<file path="config.mk">
export PLATFORM = sky130hd
export DESIGN_NAME = sirqh_top
export DESIGN_NICKNAME = d
export VERILOG_FILES = /design/src/sirqh_pkg.sv /design/src/sirqh_sync.sv /design/src/sirqh_top.sv
export SDC_FILE = /design/constraint.sdc
export NUM_CORES = 1
export LEC_CHECK = 0
export ABC_AREA = 1
export BUFFER_PORTS_ARGS = -buffer_cell sky130_fd_sc_hd__buf_2
export CORE_ASPECT_RATIO = 1.75
export CORE_MARGIN = 3
export CORE_UTILIZATION = 53
export DETAILED_ROUTE_END_ITERATION = 8
export GPL_TIMING_DRIVEN = 1
export PLACE_DENSITY = 0.73
export SLEW_MARGIN = 20
export SYNTH_ARGS = -nofsm -noshare
export SYNTH_HDL_FRONTEND = slang
export SYNTH_SLANG_ARGS = --single-unit
</file>
<file path="constraint.sdc">
create_clock -name i_clk_sys -period 2 [get_ports i_clk_sys]
set_input_delay 0.3 -clock i_clk_sys [delete_from_list [all_inputs] [get_ports i_clk_sys]]
set_output_delay 0.3 -clock i_clk_sys [all_outputs]
set_load 0.02 [all_outputs]
</file>
<file path="src/sirqh_pkg.sv">
/*
 * Shared constants and types for the serial IRQ host and clock-stop idle timing block.
 * Assumes an index/data style configuration port driven by logic on the system clock.
 */
package sirqh_pkg;

    // Configuration indices
    localparam logic [7:0] SIRQH_IDX_IDLE_CNT = 8'h3D;
    localparam logic [7:0] SIRQH_IDX_MODE = 8'h40;
    localparam logic [7:0] SIRQH_IDX_EXC = 8'hF0;
    localparam logic [7:0] SIRQH_IDX_CLKG = 8'hF1;

    // Field positions
    localparam int SIRQH_IDLE_LSB = 2;
    localparam int SIRQH_IDLE_MSB = 7;
    localparam int SIRQH_MODE_EN_BIT = 7;
    localparam int SIRQH_MODE_MD_BIT = 6;
    localparam int SIRQH_MODE_FMT_LSB = 2;
    localparam int SIRQH_MODE_FMT_MSB = 5;
    localparam int SIRQH_MODE_PW_LSB = 0;
    localparam int SIRQH_MODE_PW_MSB = 1;
    localparam int SIRQH_EXC_IOCHK_LK_BIT = 5;
    localparam int SIRQH_EXC_SMI_LK_BIT = 4;
    localparam int SIRQH_EXC_IOCHK_EN_BIT = 1;
    localparam int SIRQH_EXC_SMI_EN_BIT = 0;
    localparam int SIRQH_CLKG_BIT = 0;

    // Reset values and constants
    localparam logic [5:0] SIRQH_IDLE_RST = 6'h00;
    localparam logic [3:0] SIRQH_FMT_21SLOT = 4'h4;
    localparam logic [1:0] SIRQH_PW_RST = 2'h0;
    localparam logic SIRQH_CLKG_RST = 1'b1;
    localparam logic [7:0] SIRQH_RD_UNMAPPED = 8'h00;

    // Start pulse width codes and widths in LPC clocks
    localparam logic [1:0] SIRQH_PW_CODE_4 = 2'h0;
    localparam logic [1:0] SIRQH_PW_CODE_6 = 2'h1;
    localparam logic [1:0] SIRQH_PW_CODE_8 = 2'h2;
    localparam logic [3:0] SIRQH_PW_CLK_4 = 4'h4;
    localparam logic [3:0] SIRQH_PW_CLK_6 = 4'h6;
    localparam logic [3:0] SIRQH_PW_CLK_8 = 4'h8;

    // Frame layout in LPC clocks
    localparam logic [4:0] SIRQH_NUM_SLOTS = 5'h15;
    localparam logic [1:0] SIRQH_SLOT_PHASES = 2'h3;
    localparam logic [4:0] SIRQH_SLOT_SMI = 5'h03;
    localparam logic [4:0] SIRQH_SLOT_IOCHK = 5'h11;
    localparam logic [3:0] SIRQH_STOP_QUIET_CLK = 4'h2;
    localparam logic [3:0] SIRQH_STOP_CONT_CLK = 4'h3;

    // Idle clock unit scaling
    localparam int SIRQH_IDLE_UNIT_CLK = 4;

    typedef enum {
        SIRQH_ST_IDLE,
        SIRQH_ST_START,
        SIRQH_ST_START_REC,
        SIRQH_ST_START_TA,
        SIRQH_ST_SLOT,
        SIRQH_ST_STOP,
        SIRQH_ST_STOP_REC,
        SIRQH_ST_STOP_TA
    } sirqh_state_t;

    typedef struct packed {
        logic wr;
        logic rd;
        logic [7:0] idx;
        logic [7:0] wdata;
    } sirqh_cfg_req_t;

    typedef struct packed {
        logic en;
        logic cont;
        logic [1:0] pw;
    } sirqh_mode_t;

    typedef struct packed {
        logic iochk_lk;
        logic smi_lk;
        logic iochk_en;
        logic smi_en;
    } sirqh_exc_t;

endpackage

</file>
<file path="src/sirqh_sync.sv">
/*
 * Two-flop synchroniser bank with rising and falling edge pulses per bit.
 * Assumes inputs are asynchronous to i_clk_sys; edges are found on the second flop only.
 */
`timescale 1ns/1ps
module sirqh_sync
#(
    parameter int WIDTH = 3
)
(
    // Clock and reset
    input wire logic i_clk_sys,
    input wire logic i_nrst,
    // Asynchronous inputs
    input wire logic [WIDTH-1:0] i_async,
    // Synchronised level and edges
    output logic [WIDTH-1:0] o_level,
    output logic [WIDTH-1:0] o_rise,
    output logic [WIDTH-1:0] o_fall
);
    logic [WIDTH-1:0] meta_r;
    logic [WIDTH-1:0] sync_r;
    logic [WIDTH-1:0] prev_r;

    genvar g;
    generate
        for (g = 0; g < WIDTH; g++)
        begin : g_bit
            always_ff @(posedge i_clk_sys)
            begin
                if (!i_nrst)
                begin
                    meta_r[g] <= 1'b0;
                    sync_r[g] <= 1'b0;
                    prev_r[g] <= 1'b0;
                end
                else
                begin
                    meta_r[g] <= i_async[g];
                    sync_r[g] <= meta_r[g];
                    prev_r[g] <= sync_r[g];
                end
            end
            assign o_level[g] = sync_r[g];
            assign o_rise[g] = sync_r[g] & ~prev_r[g];
            assign o_fall[g] = ~sync_r[g] & prev_r[g];
        end
    endgenerate
endmodule

</file>
<file path="src/sirqh_top.sv">
/*
 * Serial IRQ host frame engine, its configuration registers and the clock-stop idle wait.
 * Assumes the LPC clock, clock-run line and serial IRQ line arrive asynchronously and
 * that configuration accesses come from logic on i_clk_sys.
 */
`timescale 1ns/1ps
module sirqh_top
    import sirqh_pkg::*;
#(
    parameter int P_CLKSTOP_MIN_CLK = 4
)
(
    // Clock and reset
    input wire logic i_clk_sys,
    input wire logic i_nrst,
    // Configuration port
    input wire sirqh_cfg_req_t i_cfg,
    output logic [7:0] o_cfg_rdata,
    output logic o_cfg_rvalid,
    // LPC clock and clock-run handshake
    input wire logic i_lpc_clk,
    input wire logic i_clkrun_n,
    input wire logic i_clock_stop_protocol_enable,
    output logic o_lpc_clk_stop,
    // Serial IRQ pin
    input wire logic i_serirq,
    output logic o_serirq,
    output logic o_serirq_oe,
    // Forwarded virtual wires and status
    output logic o_smi_vw_n,
    output logic o_iochk_vw_n,
    output logic o_irq_clk_running
);
    logic [2:0] s_lvl;
    logic [2:0] s_rise;
    logic lpc_tick;
    logic clkrun_n_s;
    logic serirq_s;

    sirqh_sync #(.WIDTH(3)) u_sync
    (
        .i_clk_sys(i_clk_sys),
        .i_nrst(i_nrst),
        .i_async({i_serirq, i_clkrun_n, i_lpc_clk}),
        .o_level(s_lvl),
        .o_rise(s_rise),
        .o_fall()
    );
    assign lpc_tick = s_rise[0];
    assign clkrun_n_s = s_lvl[1];
    assign serirq_s = s_lvl[2];

    // Configuration registers
    logic [5:0] idle_r, idle_nxt;
    sirqh_mode_t mode_r, mode_nxt;
    sirqh_exc_t exc_r, exc_nxt;
    logic clkg_r, clkg_nxt;
    logic [7:0] rdata_r, rdata_nxt;
    logic rvalid_r, rvalid_nxt;

    always_comb
    begin
        idle_nxt = idle_r;
        mode_nxt = mode_r;
        exc_nxt = exc_r;
        clkg_nxt = clkg_r;
        rdata_nxt = rdata_r;
        rvalid_nxt = i_cfg.rd;
        if (i_cfg.wr)
        begin
            case (i_cfg.idx)
                SIRQH_IDX_IDLE_CNT:
                begin
                    idle_nxt = i_cfg.wdata[SIRQH_IDLE_MSB:SIRQH_IDLE_LSB];
                end
                SIRQH_IDX_MODE:
                begin
                    mode_nxt.en = i_cfg.wdata[SIRQH_MODE_EN_BIT];
                    mode_nxt.cont = i_cfg.wdata[SIRQH_MODE_MD_BIT];
                    mode_nxt.pw = i_cfg.wdata[SIRQH_MODE_PW_MSB:SIRQH_MODE_PW_LSB];
                end
                SIRQH_IDX_EXC:
                begin
                    if (!exc_r.iochk_lk)
                    begin
                        exc_nxt.iochk_en = i_cfg.wdata[SIRQH_EXC_IOCHK_EN_BIT];
                    end
                    if (!exc_r.smi_lk)
                    begin
                        exc_nxt.smi_en = i_cfg.wdata[SIRQH_EXC_SMI_EN_BIT];
                    end
                    exc_nxt.iochk_lk = exc_r.iochk_lk | i_cfg.wdata[SIRQH_EXC_IOCHK_LK_BIT];
                    exc_nxt.smi_lk = exc_r.smi_lk | i_cfg.wdata[SIRQH_EXC_SMI_LK_BIT];
                end
                SIRQH_IDX_CLKG:
                begin
                    clkg_nxt = i_cfg.wdata[SIRQH_CLKG_BIT];
                end
                default:
                begin
                    clkg_nxt = clkg_r;
                end
            endcase
        end
        if (i_cfg.rd)
        begin
            rdata_nxt = SIRQH_RD_UNMAPPED;
            case (i_cfg.idx)
                SIRQH_IDX_IDLE_CNT:
                begin
                    rdata_nxt[SIRQH_IDLE_MSB:SIRQH_IDLE_LSB] = idle_r;
                end
                SIRQH_IDX_MODE:
                begin
                    rdata_nxt[SIRQH_MODE_EN_BIT] = mode_r.en;
                    rdata_nxt[SIRQH_MODE_MD_BIT] = mode_r.cont;
                    rdata_nxt[SIRQH_MODE_FMT_MSB:SIRQH_MODE_FMT_LSB] = SIRQH_FMT_21SLOT;
                    rdata_nxt[SIRQH_MODE_PW_MSB:SIRQH_MODE_PW_LSB] = mode_r.pw;
                end
                SIRQH_IDX_EXC:
                begin
                    rdata_nxt[SIRQH_EXC_IOCHK_LK_BIT] = exc_r.iochk_lk;
                    rdata_nxt[SIRQH_EXC_SMI_LK_BIT] = exc_r.smi_lk;
                    rdata_nxt[SIRQH_EXC_IOCHK_EN_BIT] = exc_r.iochk_en;
                    rdata_nxt[SIRQH_EXC_SMI_EN_BIT] = exc_r.smi_en;
                end
                SIRQH_IDX_CLKG:
                begin
                    rdata_nxt[SIRQH_CLKG_BIT] = clkg_r;
                end
                default:
                begin
                    rdata_nxt = SIRQH_RD_UNMAPPED;
                end
            endcase
        end
    end

    always_ff @(posedge i_clk_sys)
    begin
        if (!i_nrst)
        begin
            idle_r <= SIRQH_IDLE_RST;
            mode_r <= '{en: 1'b0, cont: 1'b0, pw: SIRQH_PW_RST};
            exc_r <= '0;
            clkg_r <= SIRQH_CLKG_RST;
            rdata_r <= SIRQH_RD_UNMAPPED;
            rvalid_r <= 1'b0;
        end
        else
        begin
            idle_r <= idle_nxt;
            mode_r <= mode_nxt;
            exc_r <= exc_nxt;
            clkg_r <= clkg_nxt;
            rdata_r <= rdata_nxt;
            rvalid_r <= rvalid_nxt;
        end
    end

    // Clock-stop idle wait
    localparam int CSW = 10;
    localparam logic [CSW-1:0] CS_MIN = CSW'(P_CLKSTOP_MIN_CLK);
    logic [CSW-1:0] cs_cnt_r, cs_cnt_nxt;
    logic [CSW-1:0] cs_need;
    logic stop_r, stop_nxt;
    logic frame_busy;

    always_comb
    begin
        cs_need = CS_MIN + CSW'(idle_r) * CSW'(SIRQH_IDLE_UNIT_CLK);
        cs_cnt_nxt = cs_cnt_r;
        stop_nxt = stop_r;
        if (!i_clock_stop_protocol_enable || !clkrun_n_s)
        begin
            cs_cnt_nxt = '0;
            stop_nxt = 1'b0;
        end
        else if (lpc_tick && !stop_r)
        begin
            if (cs_cnt_r >= cs_need && !frame_busy)
            begin
                stop_nxt = 1'b1;
            end
            else if (cs_cnt_r < cs_need)
            begin
                cs_cnt_nxt = cs_cnt_r + CSW'(1);
            end
        end
    end

    always_ff @(posedge i_clk_sys)
    begin
        if (!i_nrst)
        begin
            cs_cnt_r <= '0;
            stop_r <= 1'b0;
        end
        else
        begin
            cs_cnt_r <= cs_cnt_nxt;
            stop_r <= stop_nxt;
        end
    end

    // Serial IRQ frame engine
    sirqh_state_t st_r, st_nxt;
    logic [3:0] cnt_r, cnt_nxt;
    logic [4:0] slot_r, slot_nxt;
    logic drv_r, drv_nxt;
    logic oe_r, oe_nxt;
    logic smi_r, smi_nxt;
    logic iochk_r, iochk_nxt;
    logic [3:0] pw_clk;
    logic ftick;

    assign frame_busy = (st_r != SIRQH_ST_IDLE);

    always_comb
    begin
        case (mode_r.pw)
            SIRQH_PW_CODE_6: pw_clk = SIRQH_PW_CLK_6;
            SIRQH_PW_CODE_8: pw_clk = SIRQH_PW_CLK_8;
            default: pw_clk = SIRQH_PW_CLK_4;
        endcase
        // Frame clock stops only when gating allowed and nothing is pending
        ftick = lpc_tick & (clkg_r | frame_busy | mode_r.cont | ~serirq_s);
        st_nxt = st_r;
        cnt_nxt = cnt_r;
        slot_nxt = slot_r;
        drv_nxt = drv_r;
        oe_nxt = oe_r;
        smi_nxt = exc_r.smi_en ? smi_r : 1'b1;
        iochk_nxt = exc_r.iochk_en ? iochk_r : 1'b1;
        if (ftick)
        begin
            case (st_r)
                SIRQH_ST_IDLE:
                begin
                    oe_nxt = 1'b0;
                    drv_nxt = 1'b1;
                    if (mode_r.en && (mode_r.cont || !serirq_s))
                    begin
                        st_nxt = SIRQH_ST_START;
                        cnt_nxt = pw_clk - 4'h1;
                        oe_nxt = 1'b1;
                        drv_nxt = 1'b0;
                    end
                end
                SIRQH_ST_START:
                begin
                    if (cnt_r == 4'h0)
                    begin
                        st_nxt = SIRQH_ST_START_REC;
                        drv_nxt = 1'b1;
                    end
                    else
                    begin
                        cnt_nxt = cnt_r - 4'h1;
                    end
                end
                SIRQH_ST_START_REC:
                begin
                    st_nxt = SIRQH_ST_START_TA;
                    oe_nxt = 1'b0;
                end
                SIRQH_ST_START_TA:
                begin
                    st_nxt = SIRQH_ST_SLOT;
                    slot_nxt = 5'h00;
                    cnt_nxt = 4'h0;
                end
                SIRQH_ST_SLOT:
                begin
                    if (cnt_r == 4'h0 && slot_r == SIRQH_SLOT_SMI && exc_r.smi_en)
                    begin
                        smi_nxt = serirq_s;
                    end
                    if (cnt_r == 4'h0 && slot_r == SIRQH_SLOT_IOCHK && exc_r.iochk_en)
                    begin
                        iochk_nxt = serirq_s;
                    end
                    if (cnt_r == 4'(SIRQH_SLOT_PHASES - 2'h1))
                    begin
                        cnt_nxt = 4'h0;
                        slot_nxt = slot_r + 5'h01;
                        if (slot_r == SIRQH_NUM_SLOTS - 5'h01)
                        begin
                            st_nxt = SIRQH_ST_STOP;
                            cnt_nxt = (mode_r.cont ? SIRQH_STOP_CONT_CLK : SIRQH_STOP_QUIET_CLK) - 4'h1;
                            oe_nxt = 1'b1;
                            drv_nxt = 1'b0;
                        end
                    end
                    else
                    begin
                        cnt_nxt = cnt_r + 4'h1;
                    end
                end
                SIRQH_ST_STOP:
                begin
                    if (cnt_r == 4'h0)
                    begin
                        st_nxt = SIRQH_ST_STOP_REC;
                        drv_nxt = 1'b1;
                    end
                    else
                    begin
                        cnt_nxt = cnt_r - 4'h1;
                    end
                end
                SIRQH_ST_STOP_REC:
                begin
                    st_nxt = SIRQH_ST_STOP_TA;
                    oe_nxt = 1'b0;
                end
                SIRQH_ST_STOP_TA:
                begin
                    st_nxt = SIRQH_ST_IDLE;
                end
                default:
                begin
                    st_nxt = SIRQH_ST_IDLE;
                    oe_nxt = 1'b0;
                end
            endcase
        end
    end

    always_ff @(posedge i_clk_sys)
    begin
        if (!i_nrst)
        begin
            st_r <= SIRQH_ST_IDLE;
            cnt_r <= 4'h0;
            slot_r <= 5'h00;
            drv_r <= 1'b1;
            oe_r <= 1'b0;
            smi_r <= 1'b1;
            iochk_r <= 1'b1;
        end
        else
        begin
            st_r <= st_nxt;
            cnt_r <= cnt_nxt;
            slot_r <= slot_nxt;
            drv_r <= drv_nxt;
            oe_r <= oe_nxt;
            smi_r <= smi_nxt;
            iochk_r <= iochk_nxt;
        end
    end

    // Frame clock activity flag
    logic run_r, run_nxt;
    always_comb
    begin
        run_nxt = clkg_r | frame_busy | mode_r.cont | ~serirq_s;
    end
    always_ff @(posedge i_clk_sys)
    begin
        if (!i_nrst)
        begin
            run_r <= 1'b1;
        end
        else
        begin
            run_r <= run_nxt;
        end
    end

    assign o_cfg_rdata = rdata_r;
    assign o_cfg_rvalid = rvalid_r;
    assign o_lpc_clk_stop = stop_r;
    assign o_serirq = drv_r;
    assign o_serirq_oe = oe_r;
    assign o_smi_vw_n = smi_r;
    assign o_iochk_vw_n = iochk_r;
    assign o_irq_clk_running = run_r;
endmodule

</file>
[After elaboration in Yosys (flattened, before gate mapping)]
Index checks and enable logic that the tools add are counted.
Storage, ports and cells
  input port bits: 24
  flip-flop bits (word level): 88
  logic and storage cells: 148
  output and inout bits: 15
Operators by class
  equal/unequal tests: 24
  add/sub/neg operators: 7
  bitwise operators: 14
  muxes and demuxes: 37
  $lt $le $gt $ge: 2
  reduce and logical (&&, ||, !) cells: 36
Operators with widths (number)
  $pmux W32 S7: 1
  $mux W32: 5
  $eq A32 B3 Y1 const B: 4
  $eq A32 B2 Y1 const B: 2
  $eq A32 B1 Y1 const B: 1
  $logic_not A32 Y1: 1
  $reduce_bool A32 Y1: 1
  $eq A8 B8 Y1 const B: 2
  $mux W1: 16
  $mux W4: 4
  $pmux W4 S4: 1
  $ne A2 B2 Y1 const B: 6
  $reduce_and A3 Y1: 4
  $add A10 B1 Y10 const B: 1
  $eq A5 B5 Y1 const B: 2
  $ge A10 B9 Y1: 1
  $lt A10 B9 Y1: 1
  $pmux W5 S2: 1
  $reduce_and A2 Y1: 5
  $add A3 B8 Y9 const A: 1
  $pmux W1 S3: 3
  $eq A8 B6 Y1 const B: 1
  $eq A8 B7 Y1 const B: 1
  $pmux W4 S2: 1
  other kinds (29): 54

[Longest topological paths before layout]
  depth in word-level cells: 6
  gate-level depth with buffers: 16
  depth with buffers taken out: 15

[By module]
A second synthesis with hierarchy kept.
Second synthesis, totals
  cell total of the unflattened synthesis: 475
  area total of the unflattened synthesis: 3362.0 um^2
Modules (own cells, without submodules)
  sirqh_top: area an instance 3057.9 um^2, cells an instance 435, seq. area each 1041.0 um^2, instances 1
  sirqh_sync: area an instance 304.0 um^2, cells an instance 40, seq. area each 180.2 um^2, instances 1

[Worst setup path before layout]
OpenSTA, ideal clock, no wires.
  path type: register -> register
  start point: reg idle_r[0]
  end point: reg cs_cnt_r[7]
  path buffers: 1
  arrival time: 1.866 ns
  cell stages (with the launch flop): 16
  period minus slack after synthesis: 1.982 ns
  path slack: 0.018 ns
  setup time: 0.116 ns
  cell sequence: dfxtp_1 -> ha_1 -> nand3_1 -> nor2_1 -> nand2_1 -> ha_1 -> nand2_1 -> nor2_1 -> nand2_1 -> nand3_1 -> nand2_1 -> buf_4 -> nand3_1 -> nand2_1 -> inv_1 -> nor2_1
On the way
  cells in the longest elaborated chain, start to end: 5
  elaborated cells on any way between the ends: 6
  classes of those cells: add/sub: 1; order compare: 2; bitwise: 1; reduce/logical: 2
Ends and longest elaborated chain
  start, declared: RTL line sirqh_top.sv:54  | logic [5:0] idle_r, idle_nxt;
  start signal, assigned: RTL line sirqh_top.sv:152  | idle_r <= idle_nxt;
  $add A3 B8 Y9 *: RTL line sirqh_top.sv:171  | cs_need = CS_MIN + CSW'(idle_r) * CSW'(SIRQH_IDLE_UNIT_CLK);
  $ge A10 B9 Y1: RTL line sirqh_top.sv:181  | if (cs_cnt_r >= cs_need && !frame_busy)
  $logic_and A1 B1 Y1: RTL line sirqh_top.sv:181
  $not A1 Y1 (no line)
  $reduce_and A3 Y1 (no line) *
  end signal, assigned: RTL line sirqh_top.sv:201  | cs_cnt_r <= cs_cnt_nxt;
  end, declared: RTL line sirqh_top.sv:164  | logic [CSW-1:0] cs_cnt_r, cs_cnt_nxt;
Mark *: on every way between the ends. The rest lies on a longest branch, timed or not.
A chain may end at the register's enable or synchronous reset.

[Final worst setup path]
  start point: reg idle_r[0]
  end point: reg cs_cnt_r[4]
The elaborated chain is that of the path after synthesis.

==> key figures <==
Logic synthesis
  – Sequential share of the synthesized area: 35.85%
  – Mux contribution to synthesized area: 0%
  – Syn Nets: 511
  – Largest family of logic cells by synthesized area: simple AND/OR/NAND/NOR gates
  – Synth Register Bits: 59
  – Synth Area in XOR/XNOR: 2.659%
  – Synth Area in Adders: 6.457%
  – Compound-gate portion of the synthesized area: 14.13%
  – Synth Area per Inst: 7.009 um2
  – Post-Synth Simple-Gate Area: 30.35%
  – Synth Instances: 470
  – Mapped Area: 3294 um2
  – Ys Warns: 0
  – Post-synthesis cell type count: 35

Clocking
  – CTS H-Tree Depth: 3
  – CTS Buffer Depth: 2
  – Clock root buffer: clkbuf_8
  – Worst-skew pair later-pin latency: 0.35 ns
  – Clock slew at reported path FFs: 0.07 ns
  – CTS Buf Count: 9
  – Sink Count: 59
  – CTS tree: yes

Setup path
  – CP Class: register to register
  – CP Capture Type: register
  – CP startpoint kind: register
  – CP arrival: 2.38 ns
  – CP Max Fanout: 12
  – CP Data Required Time: 2.29 ns

Timing
  – Max Slew Vio Count: 0
  – Worst-margin pin slew: 0.5098 ns
  – Final hold vios: 0
  – Clock Skews: 0.005484 ns
  – Achievable frequency: 479.5 MHz
  – Final WS setup: -0.08532 ns
  – RSZ-0062 raised after global routing: true
  – Final setup vio count: 10
  – Final worst path period need: 2.085 ns
  – Slew headroom: 65.98%
  – Tcrit/Tclk final: 104.3%

Drt
  – Vias: 3217
  – Wire length per cell: 13.32 um
  – Remaining antenna violation count: 0
  – # DRC: 0
  – Via density: 5.291
  – Initial DRC count: 160
  – Final WL: 8.096 mm
  – Drt pass-1 iters: 4

Die
  – Io pins: 39
  – Die H: 110.3 um
  – Initial Util: 55.16%
  – Die W: 65.60 um
  – Num rows: 37
  – Core footprint: 5972 um2
  – Die ar.: 7235 um2

Global routing
  – Gr usage total: 24.46%
  – Initial antenna violation count: 0
  – Largest net degree at the start of global routing: 32
  – Total grt overflow: 0
  – First-pass GRT wire length: 13.37 mm
  – Vias in the first global route: 3039

Pwr
  – Leakage power: 1.774 nW
  – Max VDD drop: 0.6260 mV
  – PD cells: 633.2 nW/um2

Min path
  – Type of the most critical hold path: input pin to register

Run status
  – Failing checks: negative setup slack
  – Status: finished, violations left

Final layout
  – Nets: 566
  – Post-route insts no fill: 608
  – Layout cell share with drive strength beyond 1: 21.70%
  – Util after Layout: 66.21%
  – Area grow syn2layout: 20.02%
  – Number of diodes: 0

Place
  – Port Buffers: 38
  – HPWL Detailed: 6.087 mm
  – GPL Wtd Cong: 0.8916
  – Dpl cells: 590

Flow run
  – Max cap viols: 0
path summary, 6_finish.rpt:
check | end | depth (start not counted) | from | slack (ns)
max | cs_cnt_r[4]$_SDFFE_PP0P_ | 16 | idle_r[0]$_SDFFE_PN0P_ | -0.09
max reg2reg | cs_cnt_r[4]$_SDFFE_PP0P_ | 16 | idle_r[0]$_SDFFE_PN0P_ | -0.09
min reg2reg | u_sync.o_level[1]$_SDFF_PN0_ | 2 | u_sync.meta_r[1]$_SDFF_PN0_ | 0.42
min | u_sync.meta_r[0]$_SDFF_PN0_ | 3 | i_lpc_clk | 0.13
through the flow:
| stage | area, um2 | hold slack, ns | setup TNS [ns] | worst slack [ns] | power, mW |
|---|---|---|---|---|---|
| after detailed placement | 3664 | 0.4058 | -0.7586 | -0.08119 | 1.402 |
| after CTS | 3880 | 0.1073 | -0.2286 | -0.04064 | 2.529 |
| after floorplan | 3294 | 0.3905 | 0 | 0.01844 | 1.336 |
| after global routing | 3954 | 0.1202 | -2.905 | -0.3082 | 2.599 |
| after global placement | 3664 | 0.3933 | -0.05637 | -0.01307 | 1.398 |
| final | 3954 | 0.1279 | -0.5512 | -0.08532 | 2.504 |
final cells by class:
cell class	count	area (um2)
fill	537	2018
multi-input combinational	321	1815
sequential	59	1185
timing repair buffer	53	345.3
inverter	81	306.5
clock buffer	12	155.1
tap	78	97.59
clock inverter	4	48.80
what timing repair did:
action	4_1_cts	5_1_grt
pin swaps	0	5
cloned	0	1
setup endpoints to repair	11	11
resized for setup	6	13
hold buffers	0	0
buffers inserted	0	1
placed cells by master, fill, tap and decap left out, types with 2 or more instances in the layout:
cell	count
nand3_1	34
o21ai_1	4
clkinv_2	2
nor2_2	4
nor3_1	4
nand2_2	9
nand2_4	5
inv_2	10
nor4_1	3
dfxtp_1	56
buf_12	2
nand3_2	4
o22ai_1	2
ha_1	17
a21oi_1	36
a31oi_1	2
dfxtp_2	3
o21ai_0	34
nor2_1	45
nor2_8	2
nor3_2	3
buf_2	38
clkbuf_8	11
inv_1	70
nand4_1	7
o211ai_1	5
nand2_1	78
buf_4	12
nor2_4	6
xor2_1	9
cells by family (layout without fill, tap and decap cells):
logic type / count (synthesis) / count (layout)
compound gates: 87 / 87
xor+xnor: 10 / 10
fa+ha+maj: 17 / 17
buf+inv: 90 / 150
flops: 59 / 59
simple gates: 207 / 207
sequential cells by signal (all words and copies together), names as in the netlist, 3 cells and up:
register / count
mode_r: 4
cnt_r: 4
slot_r: 5
cs_cnt_r: 10
st_r: 3
u_sync.meta_r: 3
idle_r: 6
exc_r: 4
o_cfg_rdata: 8
u_sync.o_level: 3
per-layer routing:
layer  share of wire (%)  track usage, %  vias to the layer above
li1                    -               -                     1624
met1                  38           24.62                     1503
met2                  54           44.67                       63
met3                 3.8           6.897                       27
met4                 3.6           13.06                        0
met5                   0               0                        -
power by group:
group	internal [mW]	switching, mW
Sequential	1.19	0.0112
Combinational	0.0601	0.112
Clock	0.641	0.485
synth_stat cells:
| library cell | n | area [um2] |
|---|---|---|
| nand3_1 | 37 | 185.2 |
| a31oi_1 | 2 | 12.51 |
| inv_1 | 71 | 266.5 |
| a21oi_1 | 36 | 180.2 |
| o2111ai_1 | 1 | 8.760 |
| xnor2_1 | 1 | 8.760 |
| or2_1 | 1 | 6.260 |
| nor2_4 | 5 | 56.30 |
| nor2_1 | 47 | 176.4 |
| clkbuf_1 | 7 | 26.28 |
| inv_4 | 1 | 6.260 |
| buf_4 | 2 | 15.01 |
| ha_1 | 17 | 212.7 |
| inv_2 | 9 | 33.78 |
| o211ai_1 | 5 | 37.54 |
| nand2_4 | 4 | 45.04 |
| o21a_1 | 1 | 7.510 |
| nand4_1 | 7 | 43.79 |
| nand3_2 | 1 | 10.01 |
| xor2_1 | 9 | 78.83 |
| nor2_2 | 3 | 18.77 |
| dfxtp_1 | 59 | 1181 |
| nor3_2 | 2 | 20.02 |
| nand2_2 | 4 | 25.02 |
| o22ai_1 | 2 | 12.51 |
| nor2_8 | 2 | 40.04 |
| nand2_1 | 84 | 315.3 |
| nand3b_1 | 1 | 7.510 |
| nor4_1 | 3 | 18.77 |
| o21ai_1 | 3 | 15.01 |
| o21ai_0 | 35 | 175.2 |
| and2_1 | 1 | 6.260 |
| nor3_1 | 5 | 25.02 |
| a41oi_1 | 1 | 8.760 |
| o31ai_1 | 1 | 7.510 |
critical path: stages, from the launching register on:
cell and delay [ns]:
dfxtp_2 0.34, ha_1 0.21, buf_4 0.13, xnor2_1 0.11, ha_1 0.27, nand2_1 0.08, inv_1 0.04, nand2_1 0.06
nand2_1 0.07, nand2_2 0.09, nand2_2 0.07, nor2_4 0.13, buf_12 0.14, nand3_1 0.08, nand2_1 0.06, inv_1 0.03
nor2_1 0.09
Note: power is estimated with default switching activity, not from simulation.
